$ cat config.mk
export PLATFORM = sky130hd
export DESIGN_NAME = aseq_top
export DESIGN_NICKNAME = d
export VERILOG_FILES = /design/src/verilog/aseq_pkg.sv /design/src/verilog/aseq_link_if.sv /design/src/verilog/aseq_trig_sel.sv /design/src/verilog/aseq_chan_dec.sv /design/src/verilog/aseq_top.sv
export SDC_FILE = /design/constraint.sdc
export NUM_CORES = 1
export LEC_CHECK = 0
export ABC_AREA = 0
export BUFFER_PORTS_ARGS = -buffer_cell sky130_fd_sc_hd__clkbuf_2
export CORE_UTILIZATION = 47
export DETAILED_ROUTE_END_ITERATION = 10
export PLACE_DENSITY = 0.87
export SYNTH_ARGS = -nofsm -noshare
export SYNTH_HDL_FRONTEND = slang
export SYNTH_SLANG_ARGS = --single-unit
$ cat constraint.sdc
create_clock -name sys_clk -period 1.63 [get_ports sys_clk]
set_clock_uncertainty 0.2 [all_clocks]
set_input_delay 0.326 -clock sys_clk [delete_from_list [all_inputs] [get_ports sys_clk]]
set_output_delay 0.326 -clock sys_clk [all_outputs]
set_load 0.05 [all_outputs]
$ cat src/verilog/aseq_pkg.sv
// Constants, register map and types of the conversion sequencer
package aseq_pkg;

	////////////////////////////////////////////////////////////////////////////
	// Register port
	localparam int         ADDR_W = 4;
	localparam int         DATA_W = 8;

	localparam logic [3:0] OFS_CTRL0 = 4'h0;
	localparam logic [3:0] OFS_CTRL1 = 4'h1;
	localparam logic [3:0] OFS_TRIG  = 4'h2;
	localparam logic [3:0] OFS_STAT  = 4'h3;

	localparam logic [7:0] RST_CTRL0 = 8'h00;
	localparam logic [7:0] RST_CTRL1 = 8'h00;
	localparam logic [7:0] RST_TRIG  = 8'h00;
	localparam logic [7:0] RST_STAT  = 8'h00;

	////////////////////////////////////////////////////////////////////////////
	// Field layouts
	localparam int         CTRL0_ON_BIT  = 0;
	localparam int         CTRL0_GO_BIT  = 1;
	localparam int         CTRL0_CHS_LSB = 2;
	localparam int         CHS_W         = 6;
	localparam int         CTRL1_CS_LSB  = 4;
	localparam int         CS_W          = 3;
	localparam logic [2:0] CS_RC_MASK    = 3'h3;
	localparam int         TRIG_W        = 5;
	localparam int         STAT_FLAG_BIT = 0;
	localparam int         STAT_IE_BIT   = 1;
	localparam int         STAT_PWR_BIT  = 2;
	localparam int         STAT_BUSY_BIT = 3;
	localparam int         STAT_SOFF_BIT = 4;

	////////////////////////////////////////////////////////////////////////////
	// Trigger select codes
	localparam logic [4:0] TRIG_OFF   = 5'h00;
	localparam logic [4:0] TRIG_LAST  = 5'h12;
	localparam int         TRIG_SRC_N = 19;

	////////////////////////////////////////////////////////////////////////////
	// Channel codes
	localparam logic [5:0] CH_REF2       = 6'h3f;
	localparam logic [5:0] CH_REF1       = 6'h3e;
	localparam logic [5:0] CH_DAC        = 6'h3d;
	localparam logic [5:0] CH_TEMP       = 6'h3c;
	localparam logic [5:0] CH_GND        = 6'h3b;
	localparam logic [5:0] CH_PORTD_LAST = 6'h1f;
	localparam logic [5:0] CH_E_BASE     = 6'h20;
	localparam logic [5:0] CH_E_LAST     = 6'h22;
	localparam logic [5:0] CH_F_BASE     = 6'h28;
	localparam logic [5:0] CH_F_LAST     = 6'h2f;
	localparam logic [5:0] CH_A6         = 6'h06;
	localparam logic [5:0] CH_A7         = 6'h07;
	localparam int         PORT_W        = 3;
	localparam int         PIN_W         = 3;

	////////////////////////////////////////////////////////////////////////////
	// Types
	typedef enum logic [2:0] {
		SRC_NONE, SRC_PIN, SRC_REF2, SRC_REF1, SRC_DAC, SRC_TEMP, SRC_GND
	} aseq_src_t;

	typedef enum logic [1:0] {
		ST_IDLE, ST_DELAY, ST_CONV
	} aseq_state_t;

endpackage : aseq_pkg

$ cat src/verilog/aseq_link_if.sv
// Internal carrier between the sequencer core and its trigger and channel units
interface aseq_link_if;
	import aseq_pkg::*;

	logic [TRIG_W-1:0] trig_sel;
	logic              trig_edge;
	logic [CHS_W-1:0]  chan_code;
	logic              ext_clk_sel;
	aseq_src_t         chan_src;
	logic [PORT_W-1:0] chan_port;
	logic [PIN_W-1:0]  chan_pin;

	modport core (
		output trig_sel, chan_code, ext_clk_sel,
		input  trig_edge, chan_src, chan_port, chan_pin
	);
	modport trig (
		input  trig_sel,
		output trig_edge
	);
	modport chan (
		input  chan_code, ext_clk_sel,
		output chan_src, chan_port, chan_pin
	);

endinterface : aseq_link_if

$ cat src/verilog/aseq_trig_sel.sv
// Auto-trigger source selection and rising-edge detection
module aseq_trig_sel
	import aseq_pkg::*;
(
	// Clock and reset
	input  wire logic                  sys_clk,
	input  wire logic                  rst,
	// Trigger sources, bit n belongs to select value n
	input  wire logic [TRIG_SRC_N-1:0] trig_src,
	input  wire logic                  sleep_active,
	// Core side
	aseq_link_if.trig                  lnk
);

	logic [TRIG_SRC_N-1:0] hit;
	logic                  level;
	logic                  level_q;
	logic                  level_d;
	logic                  edge_q;
	logic                  edge_d;

	////////////////////////////////////////////////////////////////////////////
	// Select value 0 means no trigger; reserved codes match no index
	assign hit[0] = 1'b0;
	generate
		for (genvar i = 1; i < TRIG_SRC_N; i++) begin : g_hit
			assign hit[i] = (lnk.trig_sel == TRIG_W'(i)) && trig_src[i];
		end
	endgenerate

	assign level = |hit;

	////////////////////////////////////////////////////////////////////////////
	// Level tracks on in sleep so no stale edge fires at wake-up
	always_comb begin
		level_d = level;
		edge_d  = level && !level_q && !sleep_active;
	end

	always_ff @(posedge sys_clk or posedge rst) begin
		if (rst) begin
			level_q <= 1'b0;
			edge_q  <= 1'b0;
		end else begin
			level_q <= level_d;
			edge_q  <= edge_d;
		end
	end

	assign lnk.trig_edge = edge_q;

endmodule : aseq_trig_sel

$ cat src/verilog/aseq_chan_dec.sv
// Analog channel code decoder for the sample-and-hold input mux
module aseq_chan_dec
	import aseq_pkg::*;
(
	// Clock and reset
	input  wire logic sys_clk,
	input  wire logic rst,
	// Core side
	aseq_link_if.chan lnk
);

	aseq_src_t         src_d;
	aseq_src_t         src_q;
	logic [PORT_W-1:0] port_d;
	logic [PORT_W-1:0] port_q;
	logic [PIN_W-1:0]  pin_d;
	logic [PIN_W-1:0]  pin_q;
	logic [CHS_W-1:0]  code;

	assign code = lnk.chan_code;

	////////////////////////////////////////////////////////////////////////////
	// Port number is code[5:3]; pin number is code[2:0]
	always_comb begin
		src_d  = SRC_NONE;
		port_d = '0;
		pin_d  = '0;
		if (code == CH_REF2) begin
			src_d = SRC_REF2;
		end else if (code == CH_REF1) begin
			src_d = SRC_REF1;
		end else if (code == CH_DAC) begin
			src_d = SRC_DAC;
		end else if (code == CH_TEMP) begin
			src_d = SRC_TEMP;
		end else if (code == CH_GND) begin
			src_d = SRC_GND;
		end else if (code <= CH_PORTD_LAST) begin
			// External clock pins lose their analog function
			if (!(lnk.ext_clk_sel && (code == CH_A6 || code == CH_A7))) begin
				src_d  = SRC_PIN;
				port_d = code[CHS_W-1:PIN_W];
				pin_d  = code[PIN_W-1:0];
			end
		end else if ((code >= CH_E_BASE && code <= CH_E_LAST) ||
		             (code >= CH_F_BASE && code <= CH_F_LAST)) begin
			src_d  = SRC_PIN;
			port_d = code[CHS_W-1:PIN_W];
			pin_d  = code[PIN_W-1:0];
		end
		// Anything else stays unconnected
	end

	always_ff @(posedge sys_clk or posedge rst) begin
		if (rst) begin
			src_q  <= SRC_NONE;
			port_q <= '0;
			pin_q  <= '0;
		end else begin
			src_q  <= src_d;
			port_q <= port_d;
			pin_q  <= pin_d;
		end
	end

	assign lnk.chan_src  = src_q;
	assign lnk.chan_port = port_q;
	assign lnk.chan_pin  = pin_q;

endmodule : aseq_chan_dec

$ cat src/verilog/aseq_top.sv
// Conversion sequencer: registers, start control, sleep handling
//
// Operation
// - Conversions continue through sleep only with the dedicated RC clock.
// - RC clock delays conversion start by one instruction cycle.
// - Completion in sleep with interrupt enabled wakes the device.
// - Completion in sleep, interrupt disabled: converter powers down, enable reads set.
// - Sleep with a non-RC clock aborts conversion and powers down, enable kept.
// - Rising edge of selected trigger sets the go flag.
// - A 5-bit field selects the trigger source.
// - Triggers are ignored during sleep.
// - Select 0 disables triggering; 1 picks the mapped trigger pin.
// - Selects 2, 3, 4 pick timer zero, one overflow, timer two match.
// - Selects 5 to 0x12 pick capture, pulse, oscillator, comparator, change, logic.
// - Control register zero bits 7-2 hold the 6-bit channel select.
// - Top five channel codes select references, DAC, temperature sensor, ground.
// - Unassigned codes 0x23 to 0x27 and 0x30 to 0x3a connect nothing.
// - Port pins numbered eight per port from zero; E and F at fixed codes.
// - Writing go starts a conversion; hardware clears it at completion.
// - Bit 0 enables the converter; clear means off, no current.
// - Port A pins 6 and 7 lose analog function with external clock.
//
// Added by the designer: the register offsets and the strobed register port.
module aseq_top
	import aseq_pkg::*;
(
	// Clock and reset
	input  wire logic                  sys_clk,
	input  wire logic                  rst,
	// Register port
	input  wire logic [ADDR_W-1:0]     reg_addr,
	input  wire logic [DATA_W-1:0]     reg_wdata,
	input  wire logic                  reg_wr,
	input  wire logic                  reg_rd,
	output logic      [DATA_W-1:0]     reg_rdata,
	// Core status
	input  wire logic                  sleep_active,
	input  wire logic                  instr_tick,
	input  wire logic                  ext_clk_sel,
	output logic                       wake_request,
	// Analog converter
	input  wire logic                  conv_done,
	output logic                       conv_start,
	output logic                       conv_abort,
	output logic                       analog_enable,
	output aseq_src_t                  chan_src,
	output logic      [PORT_W-1:0]     chan_port,
	output logic      [PIN_W-1:0]      chan_pin,
	// Trigger sources
	input  wire logic [TRIG_SRC_N-1:0] trig_src
);

	aseq_link_if lnk ();

	aseq_state_t       state_q;
	aseq_state_t       state_d;
	logic [CHS_W-1:0]  chs_q;
	logic [CHS_W-1:0]  chs_d;
	logic              on_q;
	logic              on_d;
	logic              go_q;
	logic              go_d;
	logic [CS_W-1:0]   cs_q;
	logic [CS_W-1:0]   cs_d;
	logic [TRIG_W-1:0] tsel_q;
	logic [TRIG_W-1:0] tsel_d;
	logic              flag_q;
	logic              flag_d;
	logic              ie_q;
	logic              ie_d;
	logic              soff_q;
	logic              soff_d;
	logic              start_q;
	logic              start_d;
	logic              abort_q;
	logic              abort_d;
	logic              wake_q;
	logic              wake_d;
	logic [DATA_W-1:0] rdata_q;
	logic [DATA_W-1:0] rdata_d;

	logic wr_ctrl0;
	logic wr_ctrl1;
	logic wr_trig;
	logic wr_stat;
	logic rc_clk;
	logic sleep_kill;
	logic go_req;
	logic cancel;
	logic done_evt;

	////////////////////////////////////////////////////////////////////////////
	// Helper units
	aseq_trig_sel u_trig (
		.sys_clk      (sys_clk),
		.rst          (rst),
		.trig_src     (trig_src),
		.sleep_active (sleep_active),
		.lnk          (lnk.trig)
	);

	aseq_chan_dec u_chan (
		.sys_clk (sys_clk),
		.rst     (rst),
		.lnk     (lnk.chan)
	);

	assign lnk.trig_sel    = tsel_q;
	assign lnk.chan_code   = chs_q;
	assign lnk.ext_clk_sel = ext_clk_sel;

	////////////////////////////////////////////////////////////////////////////
	// Decode and conditions
	assign wr_ctrl0   = reg_wr && (reg_addr == OFS_CTRL0);
	assign wr_ctrl1   = reg_wr && (reg_addr == OFS_CTRL1);
	assign wr_trig    = reg_wr && (reg_addr == OFS_TRIG);
	assign wr_stat    = reg_wr && (reg_addr == OFS_STAT);
	assign rc_clk     = (cs_q & CS_RC_MASK) == CS_RC_MASK;
	assign sleep_kill = sleep_active && !rc_clk;

	// Go is honoured only once the enable was already set, never in the same write
	assign go_req = on_q && (state_q == ST_IDLE) &&
	                ((wr_ctrl0 && reg_wdata[CTRL0_GO_BIT]) ||
	                 (lnk.trig_edge && !sleep_active));

	// Clearing go or enable by software stops a running conversion
	assign cancel = sleep_kill ||
	                (wr_ctrl0 && (!reg_wdata[CTRL0_GO_BIT] || !reg_wdata[CTRL0_ON_BIT]));

	////////////////////////////////////////////////////////////////////////////
	// Next state
	always_comb begin
		state_d  = state_q;
		chs_d    = chs_q;
		on_d     = on_q;
		go_d     = go_q;
		cs_d     = cs_q;
		tsel_d   = tsel_q;
		ie_d     = ie_q;
		soff_d   = soff_q;
		start_d  = 1'b0;
		abort_d  = 1'b0;
		wake_d   = 1'b0;
		done_evt = 1'b0;
		rdata_d  = '0;

		if (wr_ctrl0) begin
			chs_d = reg_wdata[CTRL0_CHS_LSB +: CHS_W];
			on_d  = reg_wdata[CTRL0_ON_BIT];
		end
		if (wr_ctrl1) begin
			cs_d = reg_wdata[CTRL1_CS_LSB +: CS_W];
		end
		if (wr_trig) begin
			tsel_d = reg_wdata[TRIG_W-1:0];
		end
		if (wr_stat) begin
			ie_d = reg_wdata[STAT_IE_BIT];
		end

		case (state_q)
			ST_IDLE: begin
				if (go_req) begin
					go_d = 1'b1;
					if (rc_clk) begin
						state_d = ST_DELAY;
					end else begin
						start_d = 1'b1;
						state_d = ST_CONV;
					end
				end
			end
			ST_DELAY: begin
				// Start is held back one instruction so a sleep can go first
				if (cancel) begin
					go_d    = 1'b0;
					state_d = ST_IDLE;
				end else if (instr_tick) begin
					start_d = 1'b1;
					state_d = ST_CONV;
				end
			end
			ST_CONV: begin
				// New go writes and trigger edges fall through untouched here
				if (cancel) begin
					abort_d = 1'b1;
					go_d    = 1'b0;
					state_d = ST_IDLE;
				end else if (conv_done) begin
					done_evt = 1'b1;
					go_d     = 1'b0;
					state_d  = ST_IDLE;
					if (sleep_active) begin
						if (ie_q) begin
							wake_d = 1'b1;
						end else begin
							soff_d = 1'b1;
						end
					end
				end
			end
			default: begin
				state_d = ST_IDLE;
			end
		endcase

		// Power-down in sleep leaves the enable bit untouched
		if (sleep_kill) begin
			soff_d = 1'b1;
		end else if (!sleep_active) begin
			soff_d = 1'b0;
		end

		// Read data, valid only in the cycle after the strobe
		if (reg_rd) begin
			if (reg_addr == OFS_CTRL0) begin
				rdata_d = {chs_q, go_q, on_q};
			end else if (reg_addr == OFS_CTRL1) begin
				rdata_d[CTRL1_CS_LSB +: CS_W] = cs_q;
			end else if (reg_addr == OFS_TRIG) begin
				rdata_d[TRIG_W-1:0] = tsel_q;
			end else if (reg_addr == OFS_STAT) begin
				rdata_d[STAT_FLAG_BIT] = flag_q;
				rdata_d[STAT_IE_BIT]   = ie_q;
				rdata_d[STAT_PWR_BIT]  = analog_enable;
				rdata_d[STAT_BUSY_BIT] = state_q != ST_IDLE;
				rdata_d[STAT_SOFF_BIT] = soff_q;
			end else begin
				rdata_d = '0;
			end
		end
	end

	// A completion in the clearing cycle keeps the flag set
	assign flag_d = done_evt ||
	                (flag_q && !(wr_stat && reg_wdata[STAT_FLAG_BIT]));

	////////////////////////////////////////////////////////////////////////////
	// Registers
	always_ff @(posedge sys_clk or posedge rst) begin
		if (rst) begin
			state_q <= ST_IDLE;
			chs_q   <= RST_CTRL0[CTRL0_CHS_LSB +: CHS_W];
			on_q    <= RST_CTRL0[CTRL0_ON_BIT];
			go_q    <= RST_CTRL0[CTRL0_GO_BIT];
			cs_q    <= RST_CTRL1[CTRL1_CS_LSB +: CS_W];
			tsel_q  <= RST_TRIG[TRIG_W-1:0];
			flag_q  <= RST_STAT[STAT_FLAG_BIT];
			ie_q    <= RST_STAT[STAT_IE_BIT];
			soff_q  <= RST_STAT[STAT_SOFF_BIT];
			start_q <= 1'b0;
			abort_q <= 1'b0;
			wake_q  <= 1'b0;
			rdata_q <= '0;
		end else begin
			state_q <= state_d;
			chs_q   <= chs_d;
			on_q    <= on_d;
			go_q    <= go_d;
			cs_q    <= cs_d;
			tsel_q  <= tsel_d;
			flag_q  <= flag_d;
			ie_q    <= ie_d;
			soff_q  <= soff_d;
			start_q <= start_d;
			abort_q <= abort_d;
			wake_q  <= wake_d;
			rdata_q <= rdata_d;
		end
	end

	////////////////////////////////////////////////////////////////////////////
	// Outputs
	assign reg_rdata     = rdata_q;
	assign conv_start    = start_q;
	assign conv_abort    = abort_q;
	assign wake_request  = wake_q;
	assign analog_enable = on_q && !soff_q;
	assign chan_src      = lnk.chan_src;
	assign chan_port     = lnk.chan_port;
	assign chan_pin      = lnk.chan_pin;

endmodule : aseq_top

==> metrics, run 1 <==
outcome finished, violations left; violated checks setup timing; final critical delay including setup and external delays 1820 ps; critical path class register to register; netlist area before placement 2150 µm²; number of antenna violations at the first check in global routing 0; Final Worst Setup Slack -189 ps; synthesis-stage register bit count 43; most common cell after layout, fill and taps aside clkbuf_2; launch point of the worst hold path reg_wdata[7]; post-synthesis cell count 203; cell area power density 1360 nW/µm²; area share of the leading cell type in the synthesized netlist 50.0%; ANT cells 0; mean post-synth cell area 10.6 µm²; Hold Path Sink chs_q[5]$_DFFE_PP0N_; leakage power of the design 1.48 nW; global router's overall resource usage 22.8%; Clock transition at path regs ~80 ps; remaining max-slew budget at the tightest pin 75.0%; leading cell types in the layout, fill and taps excluded clkbuf_2, dfrtp_1, buf_4, nand2_1, mux2_2; final net count 340; remaining antenna violation count 0; Final setup viols 5; clk buf depth 2; Inserted Clock Buffers 5; overall overflow remaining after global route 0; global-route wire length before repair 8450 µm; CTS tree yes; peak supply drop ~0.94 mV; maximum net fanout on the critical path 3; HPWL after detailed placement 3770 µm; final critical-path share of the clock period 112%; Max Slew Vio Count 0; largest cells by area after synthesis dfrtp_1, mux2_2, nand2_1; CTS root buffer clkbuf_8; pin count of the biggest net entering global routing 44; highest achievable clock rate between 500 and 600 MHz; post-synthesis to final-layout area growth 41.1%; Core Rows 24; source-to-sink clock delay at the later pin of the worst-skew pair around 300 ps; worst slack at placement -240 ps; die extent in y 69.7 µm; number of H-tree levels 2; setup slack of the most critical reg-to-reg path -190 ps; Power Total roughly 0.0041 W; transition at the pin with the smallest max-transition slack around 370 ps; count of warnings emitted by yosys 0; RD Place Congestion 0.890; share of flip-flops with an asynchronous set or reset 100%; launching element type of the critical path register; chip width 69.7 µm; number of nets produced by synthesis 245; via count of the first global-routing pass approximately 1,800; TritonRoute pass-1 iters 4; post-synthesis sequential area ratio 50.0%; via count normalized by instance count 5.49; via count 1,928; number of DRC markers after the initial detailed-route iteration 107; number of cells on the worst hold path 3; worst min path class primary input to register; count of buffers from port buffering 58; Post-Route Utilization 69.3%; path depth of the worst reg2reg path 6; fraction of final layout cells sized beyond drive strength 1 50.5%; top-level port count 60; wire length per cell ~16 µm; final hold slack around 19 ps; FF-to-FF Start lnk.trig_sel[0]$_DFFE_PP0P_; unique cell type count in the Yosys netlist 45; count of max-cap constraint violations 0; area leader, netlist dfrtp_1; detailed-route wire length 5470 µm; number of synthesized flops with an enable pin 0; DIE AREA about 4900 µm²; RSZ-0062 raised after global routing true; detailed-route DRC error count 0; critical path arrival 1800 ps; number of hold violations in the final report 0; prevailing post-synth register cell dfrtp_1; # clock sinks 43; effective utilization at floorplan about 49%; Core Region about 4400 µm²; end of the worst register-to-register path u_trig.lnk.trig_edge$_DFF_PP0_; critical path endpoint category register; Req. time, crit path 1610 ps
[final cells by class]
cell class,instances,area (µm²)
timing repair buffer,97,619
inverter,6,22.5
clock inverter,3,43.8
clock buffer,5,68.8
tap,52,65.1
sequential,43,1080
multi-input combinational,145,1140
fill,316,1350
[cell families after synthesis]
kind of cell	synth area share, %
DFF	50.0
and+or+nand+nor	18.1
muxes	12.8
AOI/OAI and AO/OA	14.1
buffers and inverters	3.26
adders and majority gates	1.74
[flip-flops by register name, summed over array words and instances (netlist names), 2 cells and up]
name                  flops
reg_rdata                 8
chs_q                     6
lnk.trig_sel              5
cs_q                      3
u_chan.lnk.chan_pin       3
u_chan.lnk.chan_port      3
u_chan.lnk.chan_src       3
state_q                   2
[per-stage QoR]
stage | setup TNS [ps] | std cells | area (µm²)
CTS | -585 | 346 | 2910
floorplan | -11.0 | 203 | 2180
detailed placement | -1670 | 336 | 2740
global placement | -1170 | 336 | 2740
finish | -492 | 351 | 3040
global route | -876 | 351 | 3040
[worst max-delay path, cell delays in order (launching register included)]
cell and delay [ps]:
dfrtp_1 440, buf_6 150, mux2_4 290, a22oi_2 150, nor3b_2 90, a211oi_2 310
nor4_1 80
[power breakdown]
group | internal [W] | switching [W] | total (W) | leakage, nW
logic | 0.000898 | 0.000956 | 0.00185 | 0.876
clock network | 0.000456 | 0.000368 | 0.000824 | 0.0581
registers | 0.00128 | 0.000182 | 0.00146 | 0.549
[how the worst max path moves through the flow]
| stage | startpoint | slack [ps] | to |
|---|---|---|---|
| floorplan | cs_q[0]$_DFFE_PP0P_ | -7 | go_q$_DFFE_PP0P_ |
| global placement | sleep_active | -120 | state_q[0]$_DFFE_PP0P_ |
| detailed placement | lnk.trig_sel[0]$_DFFE_PP0P_ | -240 | u_trig.lnk.trig_edge$_DFF_PP0_ |
| CTS | lnk.trig_sel[0]$_DFFE_PP0P_ | -200 | u_trig.lnk.trig_edge$_DFF_PP0_ |
| global route | lnk.trig_sel[0]$_DFFE_PP0P_ | -270 | u_trig.lnk.trig_edge$_DFF_PP0_ |
| finish | lnk.trig_sel[0]$_DFFE_PP0P_ | -190 | u_trig.lnk.trig_edge$_DFF_PP0_ |
[cells in the mapped netlist (2+ instances only)]
master and instances:
a21boi_0 2, a21oi_1 8, a22oi_1 5, and2_1 5
and3_1 2, buf_2 2, clkbuf_1 5, dfrtp_1 43
ha_1 3, inv_1 6, mux2_2 20, mux2i_1 5
nand2_1 31, nand3_1 7, nand3b_1 4, nor2_1 14
nor2b_1 7, nor3_1 3, nor3b_1 2, o21ai_0 4
[layer usage]
layer  wire length, µm  vias to the layer above  GRT usage, %
li1                  -                      906             -
met3               327                       16          5.96
met2              2690                       92          35.2
met4               153                        0          12.4
met1              2300                      914          29.4
met5                 0                        -             0
[what timing repair did]
action | in CTS | in global routing
hold buffers | 1 | 0
endpoints found under the hold margin | 43 | 0
pin swaps | 2 | 6
gates resized for setup | 12 | 19
setup buffers | 2 | 5
setup endpoints to repair | 7 | 9
No activity file was read; power rests on OpenSTA's default activity.
==> run 2: changes to the inputs <==
--- a/config.mk
+++ b/config.mk
@@ -7,6 +7,7 @@
 export LEC_CHECK = 0
 export ABC_AREA = 0
 export BUFFER_PORTS_ARGS = -buffer_cell sky130_fd_sc_hd__clkbuf_2
+export CORE_ASPECT_RATIO = 1.5
 export CORE_UTILIZATION = 47
 export DETAILED_ROUTE_END_ITERATION = 10
 export PLACE_DENSITY = 0.87
==> run 2 against run 1 <==
The flow finishes with violations (DRC, setup timing). Global-route usage shrank 0.27 points. First-iteration DRC count decreased by 29%. Die area grew 0.12%. Critical path depth unchanged. Combinational power is 6% lower. Via count decreased by 2.9%. Cell area shrank 2.2%. Count of clock-buffer cells in the layout stayed put. Non-clock buffer count unchanged. Critical path type unchanged. Largest cell class unchanged. Largest power group unchanged.
==> metrics, run 2 (synthesis results as in run 1) <==
Inserted Clock Buffers 5 (unchanged); chip width 57.3 µm (was 69.7 µm); register area 1080 µm² (unchanged); Max Slew Vio Count 0 (unchanged); detailed-route DRC error count 6 (was 0); number of cells after detailed placement 333 (was 336); launch point of the worst hold path reg_wdata[7] (unchanged); launching element type of the critical path register (unchanged); critical path endpoint category register (unchanged); count of max-cap constraint violations 0 (unchanged); FF-to-FF Start state_q[1]$_DFFE_PP0P_ (was lnk.trig_sel[0]$_DFFE_PP0P_); via count normalized by instance count 5.43 (was 5.49); wire length per cell 15.1 µm (was 15.6 µm); TritonRoute pass-1 iters 8 (was 4); fillers 316 (unchanged); leading cell types in the layout, fill and taps excluded clkbuf_2, dfrtp_1, buf_4, nand2_1, mux2_2 (unchanged); final critical delay including setup and external delays 1720 ps (was 1820 ps); final hold slack 12.5 ps (was 19.0 ps); pin count of the biggest net entering global routing 44 (unchanged); Crit path largest cell delay 420 ps (was 440 ps); die extent in y 84.9 µm (was 69.7 µm); transition at the pin with the smallest max-transition slack 354 ps (was 373 ps); dpl cell area 2750 µm² (was 2740 µm²); overall overflow remaining after global route 0 (unchanged); RD Place Congestion 0.842 (was 0.890); ANT cells 0 (unchanged); number of cells on the worst hold path 3 (unchanged); RSZ-0062 raised after global routing true (unchanged); Core Region 4320 µm² (was 4380 µm²); detailed-route wire length 5230 µm (was 5470 µm); path depth of the worst reg2reg path 6 (unchanged); # clock sinks 43 (unchanged); remaining max-slew budget at the tightest pin 76.2% (was 75.0%); highest achievable clock rate 583 MHz (was 550 MHz); critical path arrival 1750 ps (was 1800 ps); HPWL after detailed placement 3840 µm (was 3770 µm); count of buffers from port buffering 58 (unchanged); effective utilization at floorplan 49.8% (was 49.1%); final cell area excluding filler cells 2970 µm² (was 3040 µm²); via count of the first global-routing pass 1,853 (was 1,845); clk buf depth 2 (unchanged); number of hold violations in the final report 0 (unchanged); DIE AREA 4860 µm² (was 4850 µm²); max FFs per register 8 (unchanged); ordered cell list for the critical path inv_2 > ha_4 > a32oi_2 > o221ai_4 > a21oi_2 > mux2i_1 (was buf_6 > mux2_4 > a22oi_2 > nor3b_2 > a211oi_2 > nor4_1); Req. time, crit path 1670 ps (was 1610 ps); combined area of the multi-input logic cells 1110 µm² (was 1140 µm²); critical path class register to register (unchanged); slowest library cell on the worst path dfrtp_1 (unchanged); worst min path class primary input to register (unchanged); end of the worst register-to-register path state_q[0]$_DFFE_PP0P_ (was u_trig.lnk.trig_edge$_DFF_PP0_); Final Worst Setup Slack -86.5 ps (was -189 ps); peak supply drop 0.570 mV (was 0.941 mV); via count 1,873 (was 1,928); number of H-tree levels 2 (unchanged); Hold Path Sink chs_q[5]$_DFFE_PP0N_ (unchanged); final critical-path share of the clock period 105% (was 112%); leakage power of the design 1.45 nW (was 1.48 nW); fraction of final layout cells sized beyond drive strength 1 49.8% (was 50.5%); source-to-sink clock delay at the later pin of the worst-skew pair 310 ps (was 300 ps); maximum net fanout on the critical path 4 (was 3); setup slack of the most critical reg-to-reg path -90 ps (was -190 ps); final net count 340 (unchanged); number of DRC markers after the initial detailed-route iteration 76 (was 107); most common cell after layout, fill and taps aside clkbuf_2 (unchanged); Core Rows 29 (was 24); count of non-filler cells in the finished layout 345 (was 351); violated checks DRC, setup timing (was setup timing); outcome finished, violations left (unchanged); Final setup viols 5 (unchanged); global-route wire length before repair 8250 µm (was 8450 µm); number of antenna violations at the first check in global routing 0 (unchanged); cell area power density 1310 nW/µm² (was 1360 nW/µm²); Power Total 0.00388 W (was 0.00413 W); global router's overall resource usage 22.6% (was 22.8%); post-synthesis to final-layout area growth 38.0% (was 41.1%); remaining antenna violation count 0 (unchanged); CTS root buffer clkbuf_8 (unchanged); top-level port count 60 (unchanged); CTS tree yes (unchanged); Clock transition at path regs 90 ps (was 80 ps)
run 2: layout make-up:
class                      count  area share (%)
tap                           46            1.94
multi-input combinational    145            37.4
clock inverter                 3           0.800
timing repair buffer          97            20.6
sequential                    43            36.2
clock buffer                   5            2.32
inverter                       6           0.758
run 2: report_power, final:
group	switching (W)	internal, W	total (W)
sequential	0.000162	0.00127	0.00144
combinational	0.000917	0.000825	0.00174
clock	0.000399	0.000306	0.000705
total	0.00148	0.00241	0.00388
run 2: routing by layer:
| layer | vias to the layer above | wire length [µm] | track usage, % |
|---|---|---|---|
| li1 | 901 | - | - |
| met1 | 901 | 2040 | 24.1 |
| met2 | 63 | 2850 | 41.9 |
| met3 | 8 | 213 | 4.42 |
| met4 | 0 | 122 | 9.98 |
| met5 | - | 0 | 0 |
run 2: worst max-delay path by stage:
stage / startpoint / end / cells past startpoint
floorplan: cs_q[0]$_DFFE_PP0P_ / go_q$_DFFE_PP0P_ / 5
global placement: sleep_active / state_q[0]$_DFFE_PP0P_ / 6
detailed placement: lnk.trig_sel[0]$_DFFE_PP0P_ / u_trig.lnk.trig_edge$_DFF_PP0_ / 6
CTS: lnk.trig_sel[0]$_DFFE_PP0P_ / u_trig.lnk.trig_edge$_DFF_PP0_ / 6
global route: lnk.trig_sel[0]$_DFFE_PP0P_ / u_trig.lnk.trig_edge$_DFF_PP0_ / 6
finish: state_q[1]$_DFFE_PP0P_ / state_q[0]$_DFFE_PP0P_ / 6
run 2: through the flow:
stage               TNS (ps)  utilization (%)  setup slack (ps)
floorplan              -11.0                -             -6.94
global placement       -1170             63.7              -157
detailed placement     -1430             63.7              -200
CTS                     -374             67.1              -120
global route            -692             68.8              -165
finish                  -332             68.8             -86.5
run 2: timing repair:
action | CTS | global route
pin swaps | 3 | 3
resized for setup | 9 | 14
buffers inserted | 2 | 1
hold endpoints to repair | 43 | 0
setup endpoints to repair | 7 | 9
hold buffers | 1 | 0
run 2: worst max-delay path: cells and delay by family, from the launching register on:
kind	cells	cell delay (ps)
AOI/OAI and AO/OA	3	560
DFF	1	420
muxes	1	210
adders and majority gates	1	180
buffers and inverters	1	80
==> run 3: changes to the inputs <==
--- a/config.mk
+++ b/config.mk
@@ -8,9 +8,9 @@
 export ABC_AREA = 0
 export BUFFER_PORTS_ARGS = -buffer_cell sky130_fd_sc_hd__clkbuf_2
 export CORE_ASPECT_RATIO = 1.5
-export CORE_UTILIZATION = 47
+export CORE_UTILIZATION = 52
 export DETAILED_ROUTE_END_ITERATION = 10
-export PLACE_DENSITY = 0.87
+export PLACE_DENSITY = 0.91
 export SYNTH_ARGS = -nofsm -noshare
 export SYNTH_HDL_FRONTEND = slang
 export SYNTH_SLANG_ARGS = --single-unit
==> constraint.sdc (replaced) <==
create_clock -name sys_clk -period 1.76 [get_ports sys_clk]
set_clock_uncertainty 0.2 [all_clocks]
set_input_delay 0.352 -clock sys_clk [delete_from_list [all_inputs] [get_ports sys_clk]]
set_output_delay 0.352 -clock sys_clk [all_outputs]
set_load 0.05 [all_outputs]
==> run 3 against run 2 <==
The run ends with setup timing left. Flip-flop and latch count is the same. Global-route usage up 5.2 points. Non-clock buffer count down 7. Fmax down 11%. Via count is 4.3% higher. First-iteration DRC count is 21% higher. Critical path depth is the same. Largest power group unchanged. Highest routed layer unchanged.
==> metrics, run 3 (synthesis results as in run 1) <==
worst min path class primary input to register (unchanged); register area 1080 µm² (unchanged); final net count 333 (was 340); via count normalized by instance count 5.80 (was 5.43); cell area power density 1280 nW/µm² (was 1310 nW/µm²); path depth of the worst reg2reg path 6 (unchanged); fraction of final layout cells sized beyond drive strength 1 48.3% (was 49.8%); CTS tree yes (unchanged); highest achievable clock rate 518 MHz (was 583 MHz); number of H-tree levels 2 (unchanged); Inserted Clock Buffers 5 (unchanged); Post-Route Utilization 74.5% (was 68.8%); via count of the first global-routing pass 1,952 (was 1,853); remaining max-slew budget at the tightest pin 64.1% (was 76.2%); via count 1,953 (was 1,873); peak supply drop 0.838 mV (was 0.570 mV); die extent in y 80.8 µm (was 84.9 µm); critical path arrival 1900 ps (was 1750 ps); effective utilization at floorplan 54.4% (was 49.8%); TritonRoute pass-1 iters 4 (was 8); count of max-cap constraint violations 0 (unchanged); post-synthesis to final-layout area growth 37.1% (was 38.0%); Max Slew Vio Count 0 (unchanged); RD Place Congestion 0.798 (was 0.842); HPWL after detailed placement 3700 µm (was 3840 µm); detailed-route wire length 5740 µm (was 5230 µm); ANT cells 0 (unchanged); CTS root buffer clkbuf_8 (unchanged); top-level port count 60 (unchanged); chip width 54.5 µm (was 57.3 µm); Req. time, crit path 1730 ps (was 1670 ps); detailed-route DRC error count 0 (was 6); number of antenna violations at the first check in global routing 0 (unchanged); overall overflow remaining after global route 0 (unchanged); maximum net fanout on the critical path 2 (was 4); final cell area excluding filler cells 2950 µm² (was 2970 µm²); remaining antenna violation count 0 (unchanged); final critical-path share of the clock period 110% (was 105%); pin count of the biggest net entering global routing 44 (unchanged); Core Region 3960 µm² (was 4320 µm²); final critical delay including setup and external delays 1930 ps (was 1720 ps); Core Rows 28 (was 29); launching element type of the critical path register (unchanged); setup TNS -330 ps (was -332 ps); leading cell types in the layout, fill and taps excluded clkbuf_2, dfrtp_1, nand2_1, buf_4, mux2_2 (was clkbuf_2, dfrtp_1, buf_4, nand2_1, mux2_2); most common cell after layout, fill and taps aside clkbuf_2 (unchanged); global router's overall resource usage 27.8% (was 22.6%); outcome finished, violations left (unchanged); count of buffers from port buffering 58 (unchanged); fillers 277 (was 316); clk buf depth 2 (unchanged); combined area of the multi-input logic cells 1120 µm² (was 1110 µm²); number of DRC markers after the initial detailed-route iteration 92 (was 76); Clock transition at path regs 80 ps (was 90 ps); Final Worst Setup Slack -169 ps (was -86.5 ps); final hold slack 55.3 ps (was 12.5 ps); FF-to-FF Start lnk.trig_sel[3]$_DFFE_PP0P_ (was state_q[1]$_DFFE_PP0P_); critical path endpoint category register (unchanged); global-route wire length before repair 8610 µm (was 8250 µm); violated checks setup timing (was DRC, setup timing); dpl cell area 2660 µm² (was 2750 µm²); Power Total 0.00378 W (was 0.00388 W); number of hold violations in the final report 0 (unchanged); Hold Path Sink chs_q[5]$_DFFE_PP0N_ (unchanged); DIE AREA 4410 µm² (was 4860 µm²); wire length per cell 17.0 µm (was 15.1 µm); transition at the pin with the smallest max-transition slack 538 ps (was 354 ps); leakage power of the design 1.44 nW (was 1.45 nW); end of the worst register-to-register path u_trig.lnk.trig_edge$_DFF_PP0_ (was state_q[0]$_DFFE_PP0P_); setup slack of the most critical reg-to-reg path -170 ps (was -90 ps); max FFs per register 8 (unchanged); critical path class register to register (unchanged); Final setup viols 2 (was 5); source-to-sink clock delay at the later pin of the worst-skew pair 300 ps (was 310 ps); number of cells on the worst hold path 3 (unchanged); # clock sinks 43 (unchanged); RSZ-0062 raised after global routing true (unchanged); launch point of the worst hold path reg_wdata[7] (unchanged)
[run 3: changes by cell type in the layout (fill, tap and decap cells not counted), sizes merged]
cell      change
inv           -1
clkbuf        +2
buf           -8
bufinv        +2
clkinvlp      -2
[run 3: what timing repair did]
action,CTS,global route
setup endpoints to repair,5,6
gates resized for setup,12,15
pin swaps,7,5
endpoints found under the hold margin,43,0
setup buffers,3,0
hold buffers,1,0
[run 3: report_power, final]
part / leakage (nW) / internal [W] / total [W] / switching, W
Sequential: 0.549 / 0.00118 / 0.00137 / 0.000185
Clock: 0.0654 / 0.000567 / 0.000900 / 0.000333
Combinational: 0.828 / 0.000681 / 0.00151 / 0.000829
Total: 1.44 / 0.00243 / 0.00378 / 0.00135
[run 3: layer usage]
| layer | vias to the layer above | GRT usage [%] | wire length, µm |
|---|---|---|---|
| met5 | - | 0 | 0 |
| li1 | 889 | - | - |
| met4 | 0 | 14.9 | 161 |
| met3 | 15 | 5.06 | 255 |
| met1 | 974 | 30.2 | 2180 |
| met2 | 75 | 48.8 | 3140 |
[run 3: cell type report]
| cell class | count | area share [%] |
|---|---|---|
| Multi-Input combinational cell | 145 | 37.8 |
| Tap cell | 45 | 1.91 |
| Clock buffer | 6 | 2.46 |
| Sequential cell | 43 | 36.5 |
| Clock inverter | 2 | 2.04 |
| Timing Repair Buffer | 90 | 18.5 |
| Inverter | 6 | 0.763 |
[run 3: through the flow]
step                setup slack (ps)  instances
finish                          -169        337
global route                    -188        337
CTS                            -13.2        337
detailed placement             -94.1        325
global placement               -60.2        325
floorplan                       53.9        203
[run 3: worst max path at each step]
stage | from | endpoint | slack, ps
global route | lnk.trig_sel[3]$_DFFE_PP0P_ | u_trig.lnk.trig_edge$_DFF_PP0_ | -190
detailed placement | reg_addr[3] | state_q[0]$_DFFE_PP0P_ | -90
finish | lnk.trig_sel[3]$_DFFE_PP0P_ | u_trig.lnk.trig_edge$_DFF_PP0_ | -170
global placement | reg_addr[3] | go_q$_DFFE_PP0P_ | -60
floorplan | reg_addr[3] | go_q$_DFFE_PP0P_ | 50
CTS | lnk.trig_sel[0]$_DFFE_PP0P_ | u_trig.level_q$_DFF_PP0_ | -10
[run 3: worst max-delay path, stage by stage (launching register included)]
cell and delay (ps):
dfrtp_1 400, mux2_2 360, a31oi_2 240, o311ai_2 160, a211oi_2 230, buf_4 170, nor4_2 40
